===== src/logic/rxcs_pkg.sv =====
// constants for the receive clock fault squelch register bank
package rxcs_pkg;
  localparam logic [4:0] DEV_ADDR = 5'h1e;

  localparam logic [15:0] OFS_CTRL_A = 16'h800b;
  localparam logic [15:0] OFS_CTRL_B = 16'h800c;
  localparam logic [15:0] OFS_CTRL_C = 16'h800d;
  localparam logic [15:0] OFS_CTRL_D = 16'h800e;
  localparam logic [15:0] OFS_CTRL_E = 16'h800f;
  localparam logic [15:0] OFS_CTRL_F = 16'h8010;
  localparam logic [15:0] OFS_CTRL_G = 16'h8011;
  localparam logic [15:0] OFS_STAT_CLEAR_A = 16'h8012;
  localparam logic [15:0] OFS_STAT_CLEAR_B = 16'h8013;
  localparam logic [15:0] OFS_STAT_LATCH = 16'h8014;
  localparam logic [15:0] OFS_STAT_PLAIN = 16'h8015;
  localparam logic [15:0] OFS_CTRL_H = 16'h8020;
  localparam logic [15:0] OFS_SQUELCH_CTRL = 16'h8021;

  localparam logic [15:0] RST_CTRL_A = 16'h013c;
  localparam logic [15:0] RST_CTRL_B = 16'h01bc;
  localparam logic [15:0] RST_CTRL_C = 16'h01fc;
  localparam logic [15:0] RST_CTRL_G = 16'h7f00;
  localparam logic [15:0] RST_CTRL_H = 16'h0000;
  localparam logic [15:0] RST_STAT_CLEAR = 16'hfffd;
  localparam logic [15:0] RST_SQUELCH_CTRL = 16'h000f;

  localparam logic [15:0] MASK_CTRL_LOW10 = 16'h03ff;
  localparam logic [15:0] MASK_CTRL_G = 16'hff00;
  localparam logic [15:0] MASK_CTRL_H = 16'hffff;
  localparam logic [15:0] MASK_SQUELCH_CTRL = 16'h00ff;

  localparam int FLATLINE_BIT = 3;
  localparam int BUFFER_OFF_BIT = 2;
  localparam int LATCH_FAULT_BIT = 11;
  localparam int LATCH_LOCK_BIT = 8;

  localparam int MEM_DEPTH = 8;
  localparam int MEM_AW = 3;

  // maps a register address to {hit, index} of the control memory
  function automatic logic [MEM_AW:0] mem_index(input logic [15:0] addr);
    case (addr)
      OFS_CTRL_A: mem_index = 4'h8;
      OFS_CTRL_B: mem_index = 4'h9;
      OFS_CTRL_C: mem_index = 4'ha;
      OFS_CTRL_D: mem_index = 4'hb;
      OFS_CTRL_E: mem_index = 4'hc;
      OFS_CTRL_F: mem_index = 4'hd;
      OFS_CTRL_G: mem_index = 4'he;
      OFS_CTRL_H: mem_index = 4'hf;
      default: mem_index = 4'h0;
    endcase
  endfunction

  function automatic logic [15:0] mem_reset(input logic [MEM_AW-1:0] idx);
    case (idx)
      3'h0, 3'h3: mem_reset = RST_CTRL_A;
      3'h1, 3'h4: mem_reset = RST_CTRL_B;
      3'h2, 3'h5: mem_reset = RST_CTRL_C;
      3'h6: mem_reset = RST_CTRL_G;
      default: mem_reset = RST_CTRL_H;
    endcase
  endfunction

  function automatic logic [15:0] mem_mask(input logic [MEM_AW-1:0] idx);
    case (idx)
      3'h6: mem_mask = MASK_CTRL_G;
      3'h7: mem_mask = MASK_CTRL_H;
      default: mem_mask = MASK_CTRL_LOW10;
    endcase
  endfunction
endpackage


===== src/logic/rxcs_ctrl_mem.sv =====
// small memory holding the plain read-write control words
`timescale 1ns/1ps
module rxcs_ctrl_mem (
  input wire logic clock,
  input wire logic nrst,
  input wire logic wr_en,
  input wire logic [rxcs_pkg::MEM_AW-1:0] wr_idx,
  input wire logic [15:0] wr_data,
  input wire logic [rxcs_pkg::MEM_AW-1:0] rd_idx,
  output logic [15:0] rd_data
);
  typedef struct packed {
    logic [rxcs_pkg::MEM_DEPTH-1:0][15:0] words;
    logic [15:0] rd_data;
  } rxcs_mem_state_t;

  rxcs_mem_state_t s_r;
  rxcs_mem_state_t s_nxt;

  always_comb begin
    s_nxt = s_r;
    // read sees the word as it stood before a same-cycle write
    s_nxt.rd_data = s_r.words[rd_idx];
    if (wr_en) begin
      s_nxt.words[wr_idx] = wr_data & rxcs_pkg::mem_mask(wr_idx);
    end
  end

  always_ff @(posedge clock) begin
    if (!nrst) begin
      for (int i = 0; i < rxcs_pkg::MEM_DEPTH; i++) begin
        s_r.words[i] <= rxcs_pkg::mem_reset(i[rxcs_pkg::MEM_AW-1:0]);
      end
      s_r.rd_data <= 16'h0000;
    end else begin
      s_r <= s_nxt;
    end
  end

  assign rd_data = s_r.rd_data;
endmodule


===== src/logic/rxcs_regs.sv =====
// receive clock fault squelch register bank with fault response
//
// Operation
// - flatline bit set: hold clock on fault
// - buffer bit set: power buffer down on fault
// - squelch control resets to 0x000f
// - clear-on-read status resets 0xfffd, read clears
`timescale 1ns/1ps
module rxcs_regs (
  input wire logic clock,
  input wire logic nrst,
  input wire logic [4:0] mgmt_dev_addr,
  input wire logic [15:0] mgmt_reg_addr,
  input wire logic mgmt_wr_en,
  input wire logic [15:0] mgmt_wr_data,
  input wire logic mgmt_rd_en,
  output logic mgmt_rd_valid,
  output logic [15:0] mgmt_rd_data,
  input wire logic high_speed_side_pll_lock,
  input wire logic high_speed_side_loss_of_signal,
  output logic recovered_receive_clock_out_hold,
  output logic recovered_receive_clock_out_buffer_off
);
  typedef struct packed {
    logic [2:0] lock_sync;
    logic [2:0] sig_loss_sync;
    logic lock_f;
    logic sig_loss_f;
    logic [15:0] squelch;
    logic [15:0] stat_a;
    logic [15:0] stat_b;
    logic fault_latch;
    logic hold;
    logic buffer_off;
    logic rd_p1;
    logic rd_mem_p1;
    logic [15:0] rd_own_p1;
    logic rd_valid;
    logic [15:0] rd_data;
  } rxcs_state_t;

  rxcs_state_t s_r;
  rxcs_state_t s_nxt;

  logic dev_hit;
  logic rd_acc;
  logic wr_acc;
  logic [rxcs_pkg::MEM_AW:0] mem_sel;
  logic [15:0] mem_rd_data;
  logic fault;

  assign dev_hit = (mgmt_dev_addr == rxcs_pkg::DEV_ADDR);
  assign rd_acc = mgmt_rd_en & dev_hit;
  assign wr_acc = mgmt_wr_en & dev_hit;
  assign mem_sel = rxcs_pkg::mem_index(mgmt_reg_addr);
  assign fault = ~s_r.lock_f | s_r.sig_loss_f;

  rxcs_ctrl_mem u_mem (
    .clock(clock),
    .nrst(nrst),
    .wr_en(wr_acc & mem_sel[rxcs_pkg::MEM_AW]),
    .wr_idx(mem_sel[rxcs_pkg::MEM_AW-1:0]),
    .wr_data(mgmt_wr_data),
    .rd_idx(mem_sel[rxcs_pkg::MEM_AW-1:0]),
    .rd_data(mem_rd_data)
  );

  always_comb begin
    s_nxt = s_r;
    // pin synchronisers, a change counts once stages two and three agree
    s_nxt.lock_sync = {s_r.lock_sync[1:0], high_speed_side_pll_lock};
    s_nxt.sig_loss_sync = {s_r.sig_loss_sync[1:0], high_speed_side_loss_of_signal};
    if (s_r.lock_sync[1] == s_r.lock_sync[2]) begin
      s_nxt.lock_f = s_r.lock_sync[2];
    end
    if (s_r.sig_loss_sync[1] == s_r.sig_loss_sync[2]) begin
      s_nxt.sig_loss_f = s_r.sig_loss_sync[2];
    end
    // fault response, released as soon as the fault is gone
    s_nxt.hold = fault & s_r.squelch[rxcs_pkg::FLATLINE_BIT];
    s_nxt.buffer_off = fault & s_r.squelch[rxcs_pkg::BUFFER_OFF_BIT];

    if (wr_acc && mgmt_reg_addr == rxcs_pkg::OFS_SQUELCH_CTRL) begin
      s_nxt.squelch = mgmt_wr_data & rxcs_pkg::MASK_SQUELCH_CTRL;
    end

    s_nxt.rd_p1 = rd_acc;
    s_nxt.rd_mem_p1 = rd_acc & mem_sel[rxcs_pkg::MEM_AW];
    s_nxt.rd_own_p1 = 16'h0000;
    if (rd_acc) begin
      case (mgmt_reg_addr)
        rxcs_pkg::OFS_STAT_CLEAR_A: begin
          s_nxt.rd_own_p1 = s_r.stat_a;
          s_nxt.stat_a = 16'h0000;
        end
        rxcs_pkg::OFS_STAT_CLEAR_B: begin
          s_nxt.rd_own_p1 = s_r.stat_b;
          s_nxt.stat_b = 16'h0000;
        end
        rxcs_pkg::OFS_STAT_LATCH: begin
          s_nxt.rd_own_p1[rxcs_pkg::LATCH_FAULT_BIT] = s_r.fault_latch;
          s_nxt.rd_own_p1[rxcs_pkg::LATCH_LOCK_BIT] = s_r.lock_f;
          s_nxt.fault_latch = 1'b0;
        end
        rxcs_pkg::OFS_SQUELCH_CTRL: s_nxt.rd_own_p1 = s_r.squelch;
        default: s_nxt.rd_own_p1 = 16'h0000;
      endcase
    end
    // latched fault: a fault in the clearing cycle survives the read
    if (fault) begin
      s_nxt.fault_latch = 1'b1;
    end

    s_nxt.rd_valid = s_r.rd_p1;
    s_nxt.rd_data = s_r.rd_mem_p1 ? mem_rd_data : s_r.rd_own_p1;
  end

  always_ff @(posedge clock) begin
    if (!nrst) begin
      s_r.lock_sync <= 3'h0;
      s_r.sig_loss_sync <= 3'h0;
      s_r.lock_f <= 1'b0;
      s_r.sig_loss_f <= 1'b0;
      s_r.squelch <= rxcs_pkg::RST_SQUELCH_CTRL;
      s_r.stat_a <= rxcs_pkg::RST_STAT_CLEAR;
      s_r.stat_b <= rxcs_pkg::RST_STAT_CLEAR;
      s_r.fault_latch <= 1'b0;
      s_r.hold <= 1'b0;
      s_r.buffer_off <= 1'b0;
      s_r.rd_p1 <= 1'b0;
      s_r.rd_mem_p1 <= 1'b0;
      s_r.rd_own_p1 <= 16'h0000;
      s_r.rd_valid <= 1'b0;
      s_r.rd_data <= 16'h0000;
    end else begin
      s_r <= s_nxt;
    end
  end

  assign mgmt_rd_valid = s_r.rd_valid;
  assign mgmt_rd_data = s_r.rd_data;
  assign recovered_receive_clock_out_hold = s_r.hold;
  assign recovered_receive_clock_out_buffer_off = s_r.buffer_off;
endmodule


===== config.mk =====
export PLATFORM = sky130hd
export DESIGN_NAME = rxcs_regs
export DESIGN_NICKNAME = d
export VERILOG_FILES = /design/src/logic/rxcs_pkg.sv /design/src/logic/rxcs_ctrl_mem.sv /design/src/logic/rxcs_regs.sv
export SDC_FILE = /design/constraint.sdc
export NUM_CORES = 1
export LEC_CHECK = 0
export ABC_AREA = 1
export BUFFER_PORTS_ARGS = -buffer_cell sky130_fd_sc_hd__buf_2
export CAP_MARGIN = 20
export CORE_MARGIN = 2
export CORE_UTILIZATION = 55
export CTS_CLUSTER_SIZE = 14
export DETAILED_ROUTE_END_ITERATION = 10
export GPL_TIMING_DRIVEN = 0
export PLACE_DENSITY_LB_ADDON = 0.2
export SLEW_MARGIN = 20
export SYNTH_ARGS = -nofsm -noshare
export SYNTH_HDL_FRONTEND = slang
export SYNTH_SLANG_ARGS = --single-unit

===== constraint.sdc =====
create_clock -name clock -period 3.7 [get_ports clock]
set_input_delay 1.11 -clock clock [delete_from_list [all_inputs] [get_ports clock]]
set_output_delay 1.11 -clock clock [all_outputs]
set_load 0.01 [all_outputs]

; ---- Word level (Yosys, flattened, before mapping)
; Index checks and enable logic that the tools add are counted.
[word_totals]
reg_bits = 228
latch_bits = 0
ram_bits = 0
romBits = 0
inputBits = 43
wordCells = 77
memories = 0
[op_classes]
addsub = 0
mul = 0
div = 0
order_cmp = 2
n_eq_ne = 17
shifts = 0
muxes = 17
n_bitwise = 9
n_reduce_logical = 8
[ops]
columns = op, n
row1 = "16-bit == test, second input constant", 12
row2 = 128-bit bitwise mux, 1
row3 = 16-bit two-way mux, 4
row4 = 16-bit binary-select mux with 3-bit select, 1
row5 = 16-bit demux with 3-bit select, 1
row6 = 16-bit case mux with 2 select lines, 1
row7 = 4-bit case mux with 8 select lines, 1
row8 = 8-bit case mux with 3 select lines, 1
row9 = 16-bit AND, 1
row10 = 4-bit case mux with 2 select lines, 1
row11 = 2-bit AND reduction, 4
row12 = 1-bit AND, 6
row13 = "3-bit == test, second input constant", 2
row14 = 1-bit case mux with 3 select lines, 2
row15 = "5-bit == test, second input constant", 1
row16 = "3-bit by 4-bit less-than comparator with 1-bit output, second input constant", 1
row17 = 2-bit case mux with 2 select lines, 1
row18 = 2-bit nonzero test, 2
row19 = "3-bit by 1-bit greater-or-equal comparator with 1-bit output, second input constant", 1
row20 = 1-bit two-way mux, 3
row21 = 1-bit == test, 2
row22 = 1-bit logical AND, 2
row23 = 1-bit NOT, 1
row24 = 1-bit OR, 1

; ---- Logic depth before layout (Yosys ltp)
; Gate-level depths: netlist (run 1).
[depth]
depth_word = 7
ltp_mapped = 15

; ---- Modules after synthesis
; Synthesis (run 1) repeated with hierarchy kept, for this count alone.
[unflattened]
cells_unflattened = 1179
hier_area_um2 = 8375.5
[by_module_without_submodules]
columns = mod, n_inst, cells_each, area_per_inst_um2
row1 = rxcs_ctrl_mem, 1, 879, 6155.9
row2 = rxcs_regs, 1, 300, 2219.6

; ---- Worst setup path after synthesis (run 1)
; OpenSTA, ideal clock, no wires.
[synth_path]
kind = in2reg
startpoint = in mgmt_reg_addr[7]
endpoint = reg, netlist name u_mem.rd_data[0]
setup_ns = 0.128
arrival_time_ns = 2.348
slack_ns = 1.224
cell_stages = 12
path_buffers = 1
path_cell_list = nor2_4 inv_1 nor2_2 nand2_1 nand3_2 nand2_4 buf_2 or2_2 nand3_1 nand2_1 nor2_1 nor2_1
[synth_between]
elab_chain_cells = 4
[synth_lines]
columns = item, line
row1 = from (decl), rxcs_regs.sv:13  ; input wire logic [15:0] mgmt_reg_addr,
row2 = 16-bit == test, rxcs_pkg.sv:42  ; case (addr)
row3 = 4-bit case mux with 8 select lines (*), rxcs_pkg.sv:42
row4 = 16-bit binary-select mux with 3-bit select (*), rxcs_ctrl_mem.sv:23  ; s_nxt.rd_data = s_r.words[rd_idx];
row5 = 16-bit two-way mux (implied by the code) (*), rxcs_ctrl_mem.sv:23
; Mark *: on every way between the ends. The rest lies on a longest branch, timed or not. The select of a mux whose other input is x is not followed.
; A chain may end at the register's enable or synchronous reset.

; ---- Worst setup path after layout (run 1)
[layout_path]
startpoint = in mgmt_reg_addr[4]
endpoint = reg, netlist name u_mem.rd_data[6]
[layout_between]
elab_chain_cells = 4
[layout_lines]
columns = item, line
row1 = 16-bit == test, rxcs_pkg.sv:42
row2 = 4-bit case mux with 8 select lines (*), rxcs_pkg.sv:42
row3 = 16-bit binary-select mux with 3-bit select (*), rxcs_ctrl_mem.sv:23
row4 = 16-bit two-way mux (implied by the code) (*), rxcs_ctrl_mem.sv:23
; Marks and branches as above.

==> load_flow_metrics.sql, run 1 <==
INSERT INTO impl_metrics (metric_group, metric, value, unit) VALUES
('logic_synthesis', 'synthesis.area', '8620', 'um^2'),
('placement', 'place_hpwl', '16600', 'um'),
('setup_path', 'crit_path_cell_trace', 'buf_2 > nor2_1 > nand2_2 > nor2_2 > inv_1 > nand2_2 > nand2_1 > clkinv_1 > buf_2 > nand3_1 > nand2_1 > nor2_1 > nor2_1', ''),
('floorplan', 'num_rows', '45', ''),
('global_routing', 'use_met2', '45.6', '%'),
('setup_path', 'critPathCaptureType', 'register', ''),
('placement', 'pre_cts_slack', '649', 'ps'),
('logic_synthesis', 'post_synth_xor_area_fraction', '0', '%'),
('setup_path', 'cp.arrival', '3070', 'ps'),
('drt', 'via_per_inst', '5.17', ''),
('timing', 'relSlewSlack', '34.7', '%'),
('pwr', 'power.share.clock', '46.8', '%'),
('clock_tree', 'cts_buffers', '17', ''),
('logic_synthesis', 'netlist_instances', '1219', ''),
('pwr', 'power.switching', '1.07', 'mW'),
('pwr', 'cellLeakagePower', '4.92', 'nW'),
('floorplan', 'design.core.area', '15300', 'um^2'),
('logic_synthesis', 'synth.mux.area_fraction', '0', '%'),
('timing', 'finalSetupViolations', '0', ''),
('logic_synthesis', 'synthTopCellsByArea', 'sky130_fd_sc_hd__dfxtp_1, sky130_fd_sc_hd__nand2_1, sky130_fd_sc_hd__nand3_1', ''),
('pwr', 'ir_drop', '0.380', 'mV'),
('floorplan', 'initial_utilization', '56.5', '%'),
('pwr', 'power_frac_comb', '3.2', '%'),
('pwr', 'power_frac_seq', '50.0', '%'),
('logic_synthesis', 'synth_enable_flop_cells', '0', ''),
('setup_path', 'critPathCapture', 'u_mem.rd_data[6]', ''),
('setup_path', 'r2r-end', 'mgmt_rd_data[1]', ''),
('timing', 'setup_ws', '1010', 'ps'),
('logic_synthesis', 'synth_largest_type_area_fraction', '45.3', '%'),
('setup_path', 'critical_path_peak_fanout', '10', ''),
('pwr', 'cell_internal_pwr', '3.14', 'mW'),
('timing', 'rsz0062_at_grt', 'false', ''),
('logic_synthesis', 'synth_area_per_cell', '7.07', 'um^2'),
('clock_tree', 'clock_latency', '450', 'ps'),
('clock_tree', 'cts_setup_buffers', '0', ''),
('logic_synthesis', 'synth_ff_type', 'sky130_fd_sc_hd__dfxtp_1', ''),
('clock_tree', 'clock_path_buffers', '2', ''),
('timing', 'period_minus_slack', '2690', 'ps'),
('setup_path', 'critPathRequiredTime', '4080', 'ps'),
('run_status', 'outcome', 'completed', ''),
('min_path', 'timing.hold.worst.class', 'reg -> reg', ''),
('logic_synthesis', 'largest_family_of_logic_cells_by_synthesized_area', 'simple AND/OR/NAND/NOR gates', ''),
('timing', 'maxClockFrequency', '371', 'MHz'),
('clock_tree', 'cts-resized-gates', '0', ''),
('setup_path', 'timing.reg2reg.worst_path_depth', '4', ''),
('final_layout', 'design.final.nets', '1340', ''),
('setup_path', 'regToRegSetupSlack', '2390', 'ps'),
('placement', 'port-buffer-count', '59', ''),
('timing', 'worstMarginPinSlew', '976', 'ps'),
('final_layout', 'final.fill_count', '1372', ''),
('global_routing', 'grt_first_pass_wirelength', '36200', 'um'),
('setup_path', 'path_common_cell', 'sky130_fd_sc_hd__nor2_1', ''),
('timing', 'finClkSkew', '11.4', 'ps'),
('setup_path', 'slowest_stage', 'sky130_fd_sc_hd__buf_2', ''),
('drt', 'drt_iter0_drc', '758', ''),
('global_routing', 'global_route_hottest_layer', 'met2', ''),
('logic_synthesis', 'synthAdderAreaFrac', '0', '%'),
('setup_path', 'cp-startpoint', 'mgmt_reg_addr[4]', ''),
('final_layout', 'finish.utilization', '64.4', '%'),
('drt', 'wl_per_cell', '15.1', 'um'),
('timing', 'final-max-slew-violation-count', '0', ''),
('setup_path', 'critPathKind', 'in -> reg', ''),
('timing', 'hold_viol_final', '0', ''),
('floorplan', 'io_pins', '62', ''),
('setup_path', 'regToRegStartpoint', 's_r[33]', ''),
('floorplan', 'die-width', '129', 'um'),
('logic_synthesis', 'yosysWarningCount', '0', ''),
('logic_synthesis', 'mappedNetlistNets', '1262', ''),
('drt', 'vias', '7856', ''),
('floorplan', 'dieArea', '16700', 'um^2'),
('setup_path', 'number_of_logic_stages_on_the_critical_path_including_buffering', '13', '');
[cell usage in the layout, fill, tap and decap left out, drive strengths merged]
cell type	instances
a21oi	68
a31oi	1
and3	1
buf	107
bufinv	1
clkbuf	40
clkinv	9
dfxtp	195
inv	175
nand2	357
nand3	123
nand3b	5
nand4	5
nor2	120
nor3	49
o211ai	6
o21ai	31
o31ai	1
or2	16
[final cells by class]
cell class	instances	area (um^2)	share of cell area (%)
Clock buffer	17	425	4.33
Buffer	71	447	4.55
Timing Repair Buffer	59	295	3.00
Inverter	170	639	6.51
Clock inverter	15	220	2.24
Sequential cell	195	3900	39.7
Tap cell	211	264	2.69
Multi-Input combinational cell	783	3630	37.0
[power groups by stage]
| stage | sequential, mW | clock [mW] | combinational (mW) |
|---|---|---|---|
| 2_1_floorplan | 2.16 | 0 | 0.0630 |
| 3_5_place_dp | 2.16 | 0 | 0.129 |
| 3_3_place_gp | 2.16 | 0 | 0.129 |
| 5_1_grt | 2.11 | 2.08 | 0.143 |
| 4_1_cts | 2.11 | 1.98 | 0.130 |
| 6_report | 2.11 | 1.97 | 0.133 |
[how the worst min path moves through the flow]
stage	start	endpoint	cells after the start
after floorplan	s_nxt[16]	mgmt_rd_valid	2
after global placement	s_nxt[89]	s_nxt[90]	2
after detailed placement	s_nxt[89]	s_nxt[90]	2
after CTS	s_nxt[89]	s_nxt[90]	2
after global routing	s_nxt[89]	s_nxt[90]	2
final	s_nxt[89]	s_nxt[90]	2
[worst register-to-register path: cells and delay by family, from the launching register on]
family        cells  cell delay [ps]
buf+inv           2              520
flops             1              410
simple gates      2              300
[per-layer routing]
metal | part of all wire [%] | vias to the layer above | wire, um
met5 | 0 | - | 0
met4 | 4.0 | 0 | 922
met3 | 7.0 | 65 | 1600
met2 | 45 | 285 | 10300
met1 | 44 | 3578 | 10100
li1 | - | 3928 | -
[sequential cells by signal (all words and copies together) (netlist names)]
signal / count
s_r: 27
recovered_receive_clock_out_buffer_off: 1
s_nxt: 5
mgmt_rd_data: 16
recovered_receive_clock_out_hold: 1
u_mem.rd_data: 16
u_mem.s_r: 128
mgmt_rd_valid: 1
[kinds of logic (layout without fill, tap and decap cells)]
family                 count (synthesis)  in the layout
buffers and inverters                241            332
AND/OR/NAND/NOR                      676            676
flip-flops                           195            195
AO/OA/AOI/OAI                        107            107
[through the flow]
stage | cells | power (mW) | hold slack, ps | area (um^2)
6_report | 1521 | 4.21 | 421 | 9830
5_1_grt | 1521 | 4.33 | 445 | 9830
4_1_cts | 1521 | 4.21 | 426 | 9830
3_5_place_dp | 1489 | 2.29 | 407 | 9180
3_3_place_gp | 1489 | 2.28 | 396 | 9180
2_1_floorplan | 1219 | 2.22 | 390 | 8620
Note: power is estimated with default switching activity, not from simulation.
==> run 2: changes to the inputs <==
--- a/config.mk
+++ b/config.mk
@@ -9,7 +9,7 @@
 export BUFFER_PORTS_ARGS = -buffer_cell sky130_fd_sc_hd__buf_2
 export CAP_MARGIN = 20
 export CORE_MARGIN = 2
-export CORE_UTILIZATION = 55
+export CORE_UTILIZATION = 54
 export CTS_CLUSTER_SIZE = 14
 export DETAILED_ROUTE_END_ITERATION = 10
 export GPL_TIMING_DRIVEN = 0
==> constraint.sdc (replaced) <==
create_clock -name clock -period 2.3 [get_ports clock]
set_input_delay 0.69 -clock clock [delete_from_list [all_inputs] [get_ports clock]]
set_output_delay 0.69 -clock clock [all_outputs]
set_load 0.01 [all_outputs]
==> load_flow_metrics.sql, run 2 (synthesis results as in run 1) <==
INSERT INTO impl_metrics (metric_group, metric, value, unit) VALUES
('final_layout', 'design.final.nets', '1340', ''),
('floorplan', 'chipHeight', '130', 'um'),
('final_layout', 'design_area', '9830', 'um^2'),
('clock_tree', 'cts_setup_buffers', '0', ''),
('final_layout', 'max_flop_register', 'u_mem.s_r', ''),
('final_layout', 'mostFrequentLayoutCells', 'sky130_fd_sc_hd__nand2_1, sky130_fd_sc_hd__dfxtp_1, sky130_fd_sc_hd__inv_1', ''),
('placement', 'place_hpwl', '16800', 'um'),
('pwr', 'ir_drop', '0.531', 'mV'),
('timing', 'worstMarginPinSlew', '940', 'ps'),
('global_routing', 'global_route.overflow_total', '0', ''),
('drt', 'via_per_inst', '5.06', ''),
('pwr', 'cellLeakagePower', '4.90', 'nW'),
('setup_path', 'regToRegSetupSlack', '1080', 'ps'),
('clock_tree', 'cts_root_buffer', 'sky130_fd_sc_hd__clkbuf_16', ''),
('final_layout', 'post_layout_nonfiller_instances', '1526', ''),
('drt', 'drt_iter0_drc', '699', ''),
('timing', 'final-max-slew-violation-count', '0', ''),
('floorplan', 'io_pins', '62', ''),
('run_status', 'outcome', 'completed', ''),
('clock_tree', 'clock_path_buffers', '2', ''),
('global_routing', 'grtUsageTotal', '28.6', '%'),
('placement', 'dp.cells', '1494', ''),
('pwr', 'cellPowerDensity', '677', 'nW/um^2'),
('min_path', 'timing.hold.worst.class', 'in -> reg', ''),
('timing', 'period_minus_slack', '2200', 'ps'),
('setup_path', 'critPathRequiredTime', '2620', 'ps'),
('setup_path', 'critPathCaptureType', 'register', ''),
('setup_path', 'cp.arrival', '2530', 'ps'),
('drt', 'antenna_violating_nets_post_route', '0', ''),
('final_layout', 'post_route_cells_drive_above_1_share', '14.9', '%'),
('timing', 'finClkSkew', '11.0', 'ps'),
('clock_tree', 'clkTransAtPathRegs', '80', 'ps'),
('clock_tree', 'cts.hold.buffers_added', '0', ''),
('final_layout', 'multi_input_gate_area', '3640', 'um^2'),
('drt', 'wl_per_cell', '15.0', 'um'),
('flow_run', 'cap_violations', '0', ''),
('timing', 'relSlewSlack', '37.1', '%'),
('setup_path', 'critical_path_peak_fanout', '10', ''),
('timing', 'rsz0062_at_grt', 'true', ''),
('floorplan', 'die-width', '130', 'um'),
('final_layout', 'largest_registers_in_the_final_layout', 'u_mem.s_r: 128 flops, s_r: 27 flops', ''),
('clock_tree', 'clock_tree_sinks', '195', ''),
('final_layout', 'antenna_cells_inserted', '0', ''),
('placement', 'pre_cts_slack', '-326', 'ps'),
('placement', 'placedInstanceArea', '9190', 'um^2'),
('timing', 'finalSetupViolations', '0', ''),
('final_layout', 'final_common_cell', 'sky130_fd_sc_hd__nand2_1', ''),
('timing', 'period_share', '95.8', '%'),
('timing', 'hold_viol_final', '0', ''),
('clock_tree', 'cts.htree.levels', '4', ''),
('final_layout', 'flow.area_growth_from_synthesis', '14.0', '%'),
('drt', 'wire_length_reported_by_the_detailed_router', '22900', 'um'),
('final_layout', 'final.fill_count', '1518', ''),
('global_routing', 'grt_first_pass_wirelength', '36600', 'um'),
('global_routing', 'grt_antenna_before_repair', '0', ''),
('global_routing', 'grt_max_degree', '23', ''),
('clock_tree', 'cts_buffers', '17', ''),
('pwr', 'report.power.total', '6.66', 'mW'),
('clock_tree', 'cts-resized-gates', '0', ''),
('final_layout', 'largest_register_ffs', '128', ''),
('final_layout', 'ff_latch_area', '3900', 'um^2'),
('timing', 'fin_setup_tns', '0', 'ps'),
('setup_path', 'critical_path.startpoint_type', 'input port', ''),
('timing', 'final.hold.worst_slack', '418', 'ps'),
('clock_tree', 'tritoncts', 'yes', ''),
('timing', 'maxClockFrequency', '454', 'MHz'),
('global_routing', 'first_global_vias', '7105', ''),
('placement', 'gpl_wtd_cong', '0.894', ''),
('placement', 'port-buffer-count', '59', ''),
('drt', 'vias', '7715', ''),
('final_layout', 'finish.utilization', '62.3', '%'),
('floorplan', 'dieArea', '17000', 'um^2'),
('drt', 'dr.pass1.iters', '5', ''),
('floorplan', 'initial_utilization', '54.7', '%'),
('drt', 'drc_errors', '0', ''),
('floorplan', 'design.core.area', '15800', 'um^2'),
('clock_tree', 'clock_latency', '450', 'ps'),
('setup_path', 'critPathKind', 'in -> reg', ''),
('floorplan', 'num_rows', '46', ''),
('timing', 'setup_ws', '96.5', 'ps');
==> run 2: layout make-up <==
type	instances	area share, %
Multi-Input combinational cell	783	37.0
Clock buffer	17	4.33
Sequential cell	195	39.7
Clock inverter	15	2.07
Timing Repair Buffer	59	3.00
Tap cell	216	2.75
Buffer	71	4.57
Inverter	170	6.54
==> run 2: final timing paths <==
kind / start / to / depth (start not counted)
worst max register to register: s_r[33] / mgmt_rd_data[8] / 4
worst min-delay path: high_speed_side_loss_of_signal / s_nxt[89] / 3
worst max-delay path: mgmt_reg_addr[2] / u_mem.rd_data[9] / 13
worst min register to register: s_nxt[89] / s_nxt[90] / 2
==> run 2: routing by layer <==
metal	GRT usage, %	share of wire [%]	vias up	wire length (um)
met5	0	0	-	0
met4	10.5	2.7	0	630
met3	4.35	5.7	48	1320
met2	47.0	47	222	10700
met1	38.4	45	3524	10300
li1	-	-	3921	-
==> run 2: critical path, stage by stage <==
cell                       delay [ps]
sky130_fd_sc_hd__buf_2            140
sky130_fd_sc_hd__nor2_4            60
sky130_fd_sc_hd__nand2_2          100
sky130_fd_sc_hd__inv_1             40
sky130_fd_sc_hd__nand2_1          120
sky130_fd_sc_hd__nand3_2          120
sky130_fd_sc_hd__nand2_4          140
sky130_fd_sc_hd__clkbuf_1         490
sky130_fd_sc_hd__nand2_1          100
sky130_fd_sc_hd__nand3_1          130
sky130_fd_sc_hd__nand2_1          100
sky130_fd_sc_hd__nor2_1           210
sky130_fd_sc_hd__nor2_1            70
==> run 2: report_power, final <==
group | switching [mW] | leakage (nW) | internal (mW)
combinational | 0.159 | 3.02 | 0.0541
sequential | 0.00376 | 1.58 | 3.38
clock | 1.55 | 0.304 | 1.50
==> run 3: changes to the inputs <==
--- a/config.mk
+++ b/config.mk
@@ -7,13 +7,14 @@
 export LEC_CHECK = 0
 export ABC_AREA = 1
 export BUFFER_PORTS_ARGS = -buffer_cell sky130_fd_sc_hd__buf_2
-export CAP_MARGIN = 20
 export CORE_MARGIN = 2
 export CORE_UTILIZATION = 54
 export CTS_CLUSTER_SIZE = 14
 export DETAILED_ROUTE_END_ITERATION = 10
 export GPL_TIMING_DRIVEN = 0
 export PLACE_DENSITY_LB_ADDON = 0.2
+export RECOVER_POWER = 25
+export REMOVE_ABC_BUFFERS = 1
 export SLEW_MARGIN = 20
 export SYNTH_ARGS = -nofsm -noshare
 export SYNTH_HDL_FRONTEND = slang
==> load_flow_metrics.sql, run 3 (synthesis results as in run 1) <==
INSERT INTO impl_metrics (metric_group, metric, value, unit) VALUES
('setup_path', 'regToRegSetupSlack', '700', 'ps'),
('min_path', 'hold_path_end', 'mgmt_rd_valid', ''),
('setup_path', 'critical_path_peak_fanout', '21', ''),
('clock_tree', 'cts.hold.buffers_added', '0', ''),
('timing', 'setup_ws', '124', 'ps'),
('setup_path', 'regToRegStartpoint', 's_r[33]', ''),
('min_path', 'worst_hold_startpoint', 's_nxt[16]', ''),
('clock_tree', 'clock_tree_sinks', '195', ''),
('clock_tree', 'cts_root_buffer', 'sky130_fd_sc_hd__clkbuf_16', ''),
('drt', 'wl_per_cell', '14.2', 'um'),
('drt', 'antenna_violating_nets_post_route', '0', ''),
('floorplan', 'num_rows', '46', ''),
('flow_run', 'cap_violations', '0', ''),
('timing', 'maxClockFrequency', '460', 'MHz'),
('timing', 'hold_viol_final', '0', ''),
('setup_path', 'timing.reg2reg.worst_path_depth', '3', ''),
('timing', 'period_share', '94.6', '%'),
('global_routing', 'grt_max_degree', '102', ''),
('final_layout', 'design.final.nets', '1282', ''),
('global_routing', 'grt_antenna_before_repair', '0', ''),
('pwr', 'report.power.total', '6.61', 'mW'),
('setup_path', 'crit_path_cell_trace', 'buf_2 > nor2_4 > inv_1 > nor2_2 > nand2_2 > nand3_2 > nand2_8 > or2_2 > nand3_1 > nand2_1 > nor2_1 > nor2_1', ''),
('timing', 'finClkSkew', '8.22', 'ps'),
('floorplan', 'initial_utilization', '54.7', '%'),
('final_layout', 'final.fill_count', '1535', ''),
('final_layout', 'post_layout_nonfiller_instances', '1468', ''),
('clock_tree', 'cts_buffers', '17', ''),
('run_status', 'outcome', 'completed', ''),
('clock_tree', 'clkTransAtPathRegs', '70', 'ps'),
('clock_tree', 'clock_latency', '440', 'ps'),
('final_layout', 'multi_input_gate_area', '3680', 'um^2'),
('timing', 'final-max-slew-violation-count', '0', ''),
('clock_tree', 'tritoncts', 'yes', ''),
('setup_path', 'critPathKind', 'in -> reg', ''),
('final_layout', 'final_common_cell', 'sky130_fd_sc_hd__nand2_1', ''),
('pwr', 'cellPowerDensity', '692', 'nW/um^2'),
('setup_path', 'cpPeakStageDelay', '320', 'ps'),
('drt', 'drt_iter0_drc', '535', ''),
('drt', 'drc_errors', '0', ''),
('timing', 'finalSetupViolations', '0', ''),
('floorplan', 'chipHeight', '130', 'um'),
('min_path', 'timing.hold.worst.class', 'reg -> reg', ''),
('floorplan', 'design.core.area', '15800', 'um^2'),
('setup_path', 'critical_path.startpoint_type', 'input port', ''),
('final_layout', 'largest_registers_in_the_final_layout', 'u_mem.s_r: 128 flops, s_r: 27 flops', ''),
('final_layout', 'largest_register_ffs', '128', ''),
('global_routing', 'first_global_vias', '6655', ''),
('drt', 'via_per_inst', '5.01', ''),
('final_layout', 'ff_latch_area', '3900', 'um^2'),
('floorplan', 'die-width', '130', 'um'),
('setup_path', 'r2r-end', 'mgmt_rd_data[9]', ''),
('final_layout', 'flow.area_growth_from_synthesis', '10.7', '%'),
('placement', 'place_hpwl', '12800', 'um'),
('drt', 'wire_length_reported_by_the_detailed_router', '20900', 'um'),
('timing', 'worstMarginPinSlew', '1040', 'ps'),
('global_routing', 'global_route.overflow_total', '0', ''),
('setup_path', 'critPathCaptureType', 'register', ''),
('drt', 'vias', '7361', ''),
('final_layout', 'mostFrequentLayoutCells', 'sky130_fd_sc_hd__nand2_1, sky130_fd_sc_hd__dfxtp_1, sky130_fd_sc_hd__inv_1', ''),
('global_routing', 'grtUsageTotal', '25.0', '%'),
('timing', 'relSlewSlack', '30.3', '%'),
('final_layout', 'max_flop_register', 'u_mem.s_r', ''),
('timing', 'fin_setup_tns', '0', 'ps'),
('timing', 'period_minus_slack', '2180', 'ps'),
('setup_path', 'critPathRequiredTime', '2620', 'ps'),
('floorplan', 'io_pins', '62', ''),
('setup_path', 'path_common_cell', 'sky130_fd_sc_hd__nor2_1', ''),
('pwr', 'ir_drop', '0.546', 'mV'),
('drt', 'dr.pass1.iters', '5', ''),
('placement', 'gpl_wtd_cong', '0.816', ''),
('final_layout', 'antenna_cells_inserted', '0', ''),
('placement', 'pre_cts_slack', '-1240', 'ps'),
('min_path', 'min_delay_path_depth', '2', ''),
('setup_path', 'cp.arrival', '2490', 'ps'),
('setup_path', 'slowest_stage', 'sky130_fd_sc_hd__or2_2', ''),
('final_layout', 'post_route_cells_drive_above_1_share', '11.4', '%'),
('pwr', 'cellLeakagePower', '4.64', 'nW'),
('placement', 'dp.cells', '1426', ''),
('floorplan', 'dieArea', '17000', 'um^2'),
('clock_tree', 'cts.htree.levels', '4', ''),
('global_routing', 'grt_first_pass_wirelength', '32800', 'um'),
('placement', 'port-buffer-count', '61', ''),
('clock_tree', 'clock_path_buffers', '2', '');
## run 3: where the power goes
part           total, mW  switching [mW]  leakage (nW)  internal, mW
sequential          3.39         0.00416          1.58          3.39
combinational      0.187           0.134          2.78        0.0527
clock               3.03            1.34         0.293          1.69
## run 3: timing repair
| item | 4_1_cts | 5_1_grt |
|---|---|---|
| cloned | 0 | 2 |
| pin swaps | 1 | 6 |
| gates resized for setup | 11 | 10 |
| buffers inserted | 1 | 7 |
| endpoints found under the setup margin | 32 | 103 |
## run 3: final cells by class
cell class | instances | area share, %
clock buffer | 21 | 4.82
multi-input combinational | 785 | 38.6
clock inverter | 11 | 1.51
inverter | 170 | 7.23
sequential | 195 | 40.9
tap | 216 | 2.83
timing repair buffer | 70 | 4.15
## run 3: per-layer routing
metal,wire [um],up-vias,global-route usage (%)
met5,0,-,0
met4,595,0,11.3
met3,924,43,4.10
met2,9990,173,41.1
met1,9370,3338,32.4
li1,-,3807,-
## run 3: worst max-delay path by stage
stage                              endpoint               from  depth (start not counted)
after floorplan                     s_r[71]               nrst                          3
after global placement     u_mem.rd_data[9]               nrst                          3
after detailed placement  u_mem.rd_data[12]   mgmt_reg_addr[7]                         13
after CTS                     u_mem.s_r[20]  mgmt_reg_addr[11]                         13
after global routing         u_mem.s_r[134]   mgmt_dev_addr[1]                          9
final                     u_mem.rd_data[15]   mgmt_reg_addr[7]                         12
## run 3: worst max-delay path: cells and delay by family
family                 cells  cell delay [ps]
buffers and inverters      2              180
AND/OR/NAND/NOR           10             1600
## run 3: through the flow
stage | cell area (um^2) | hold WS (ps) | util (%)
2_1_floorplan | 8180 | 390 | -
3_3_place_gp | 8750 | 392 | 55.5
3_5_place_dp | 8790 | 400 | 55.7
4_1_cts | 9440 | 416 | 59.9
5_1_grt | 9550 | 441 | 60.5
6_report | 9550 | 413 | 60.5
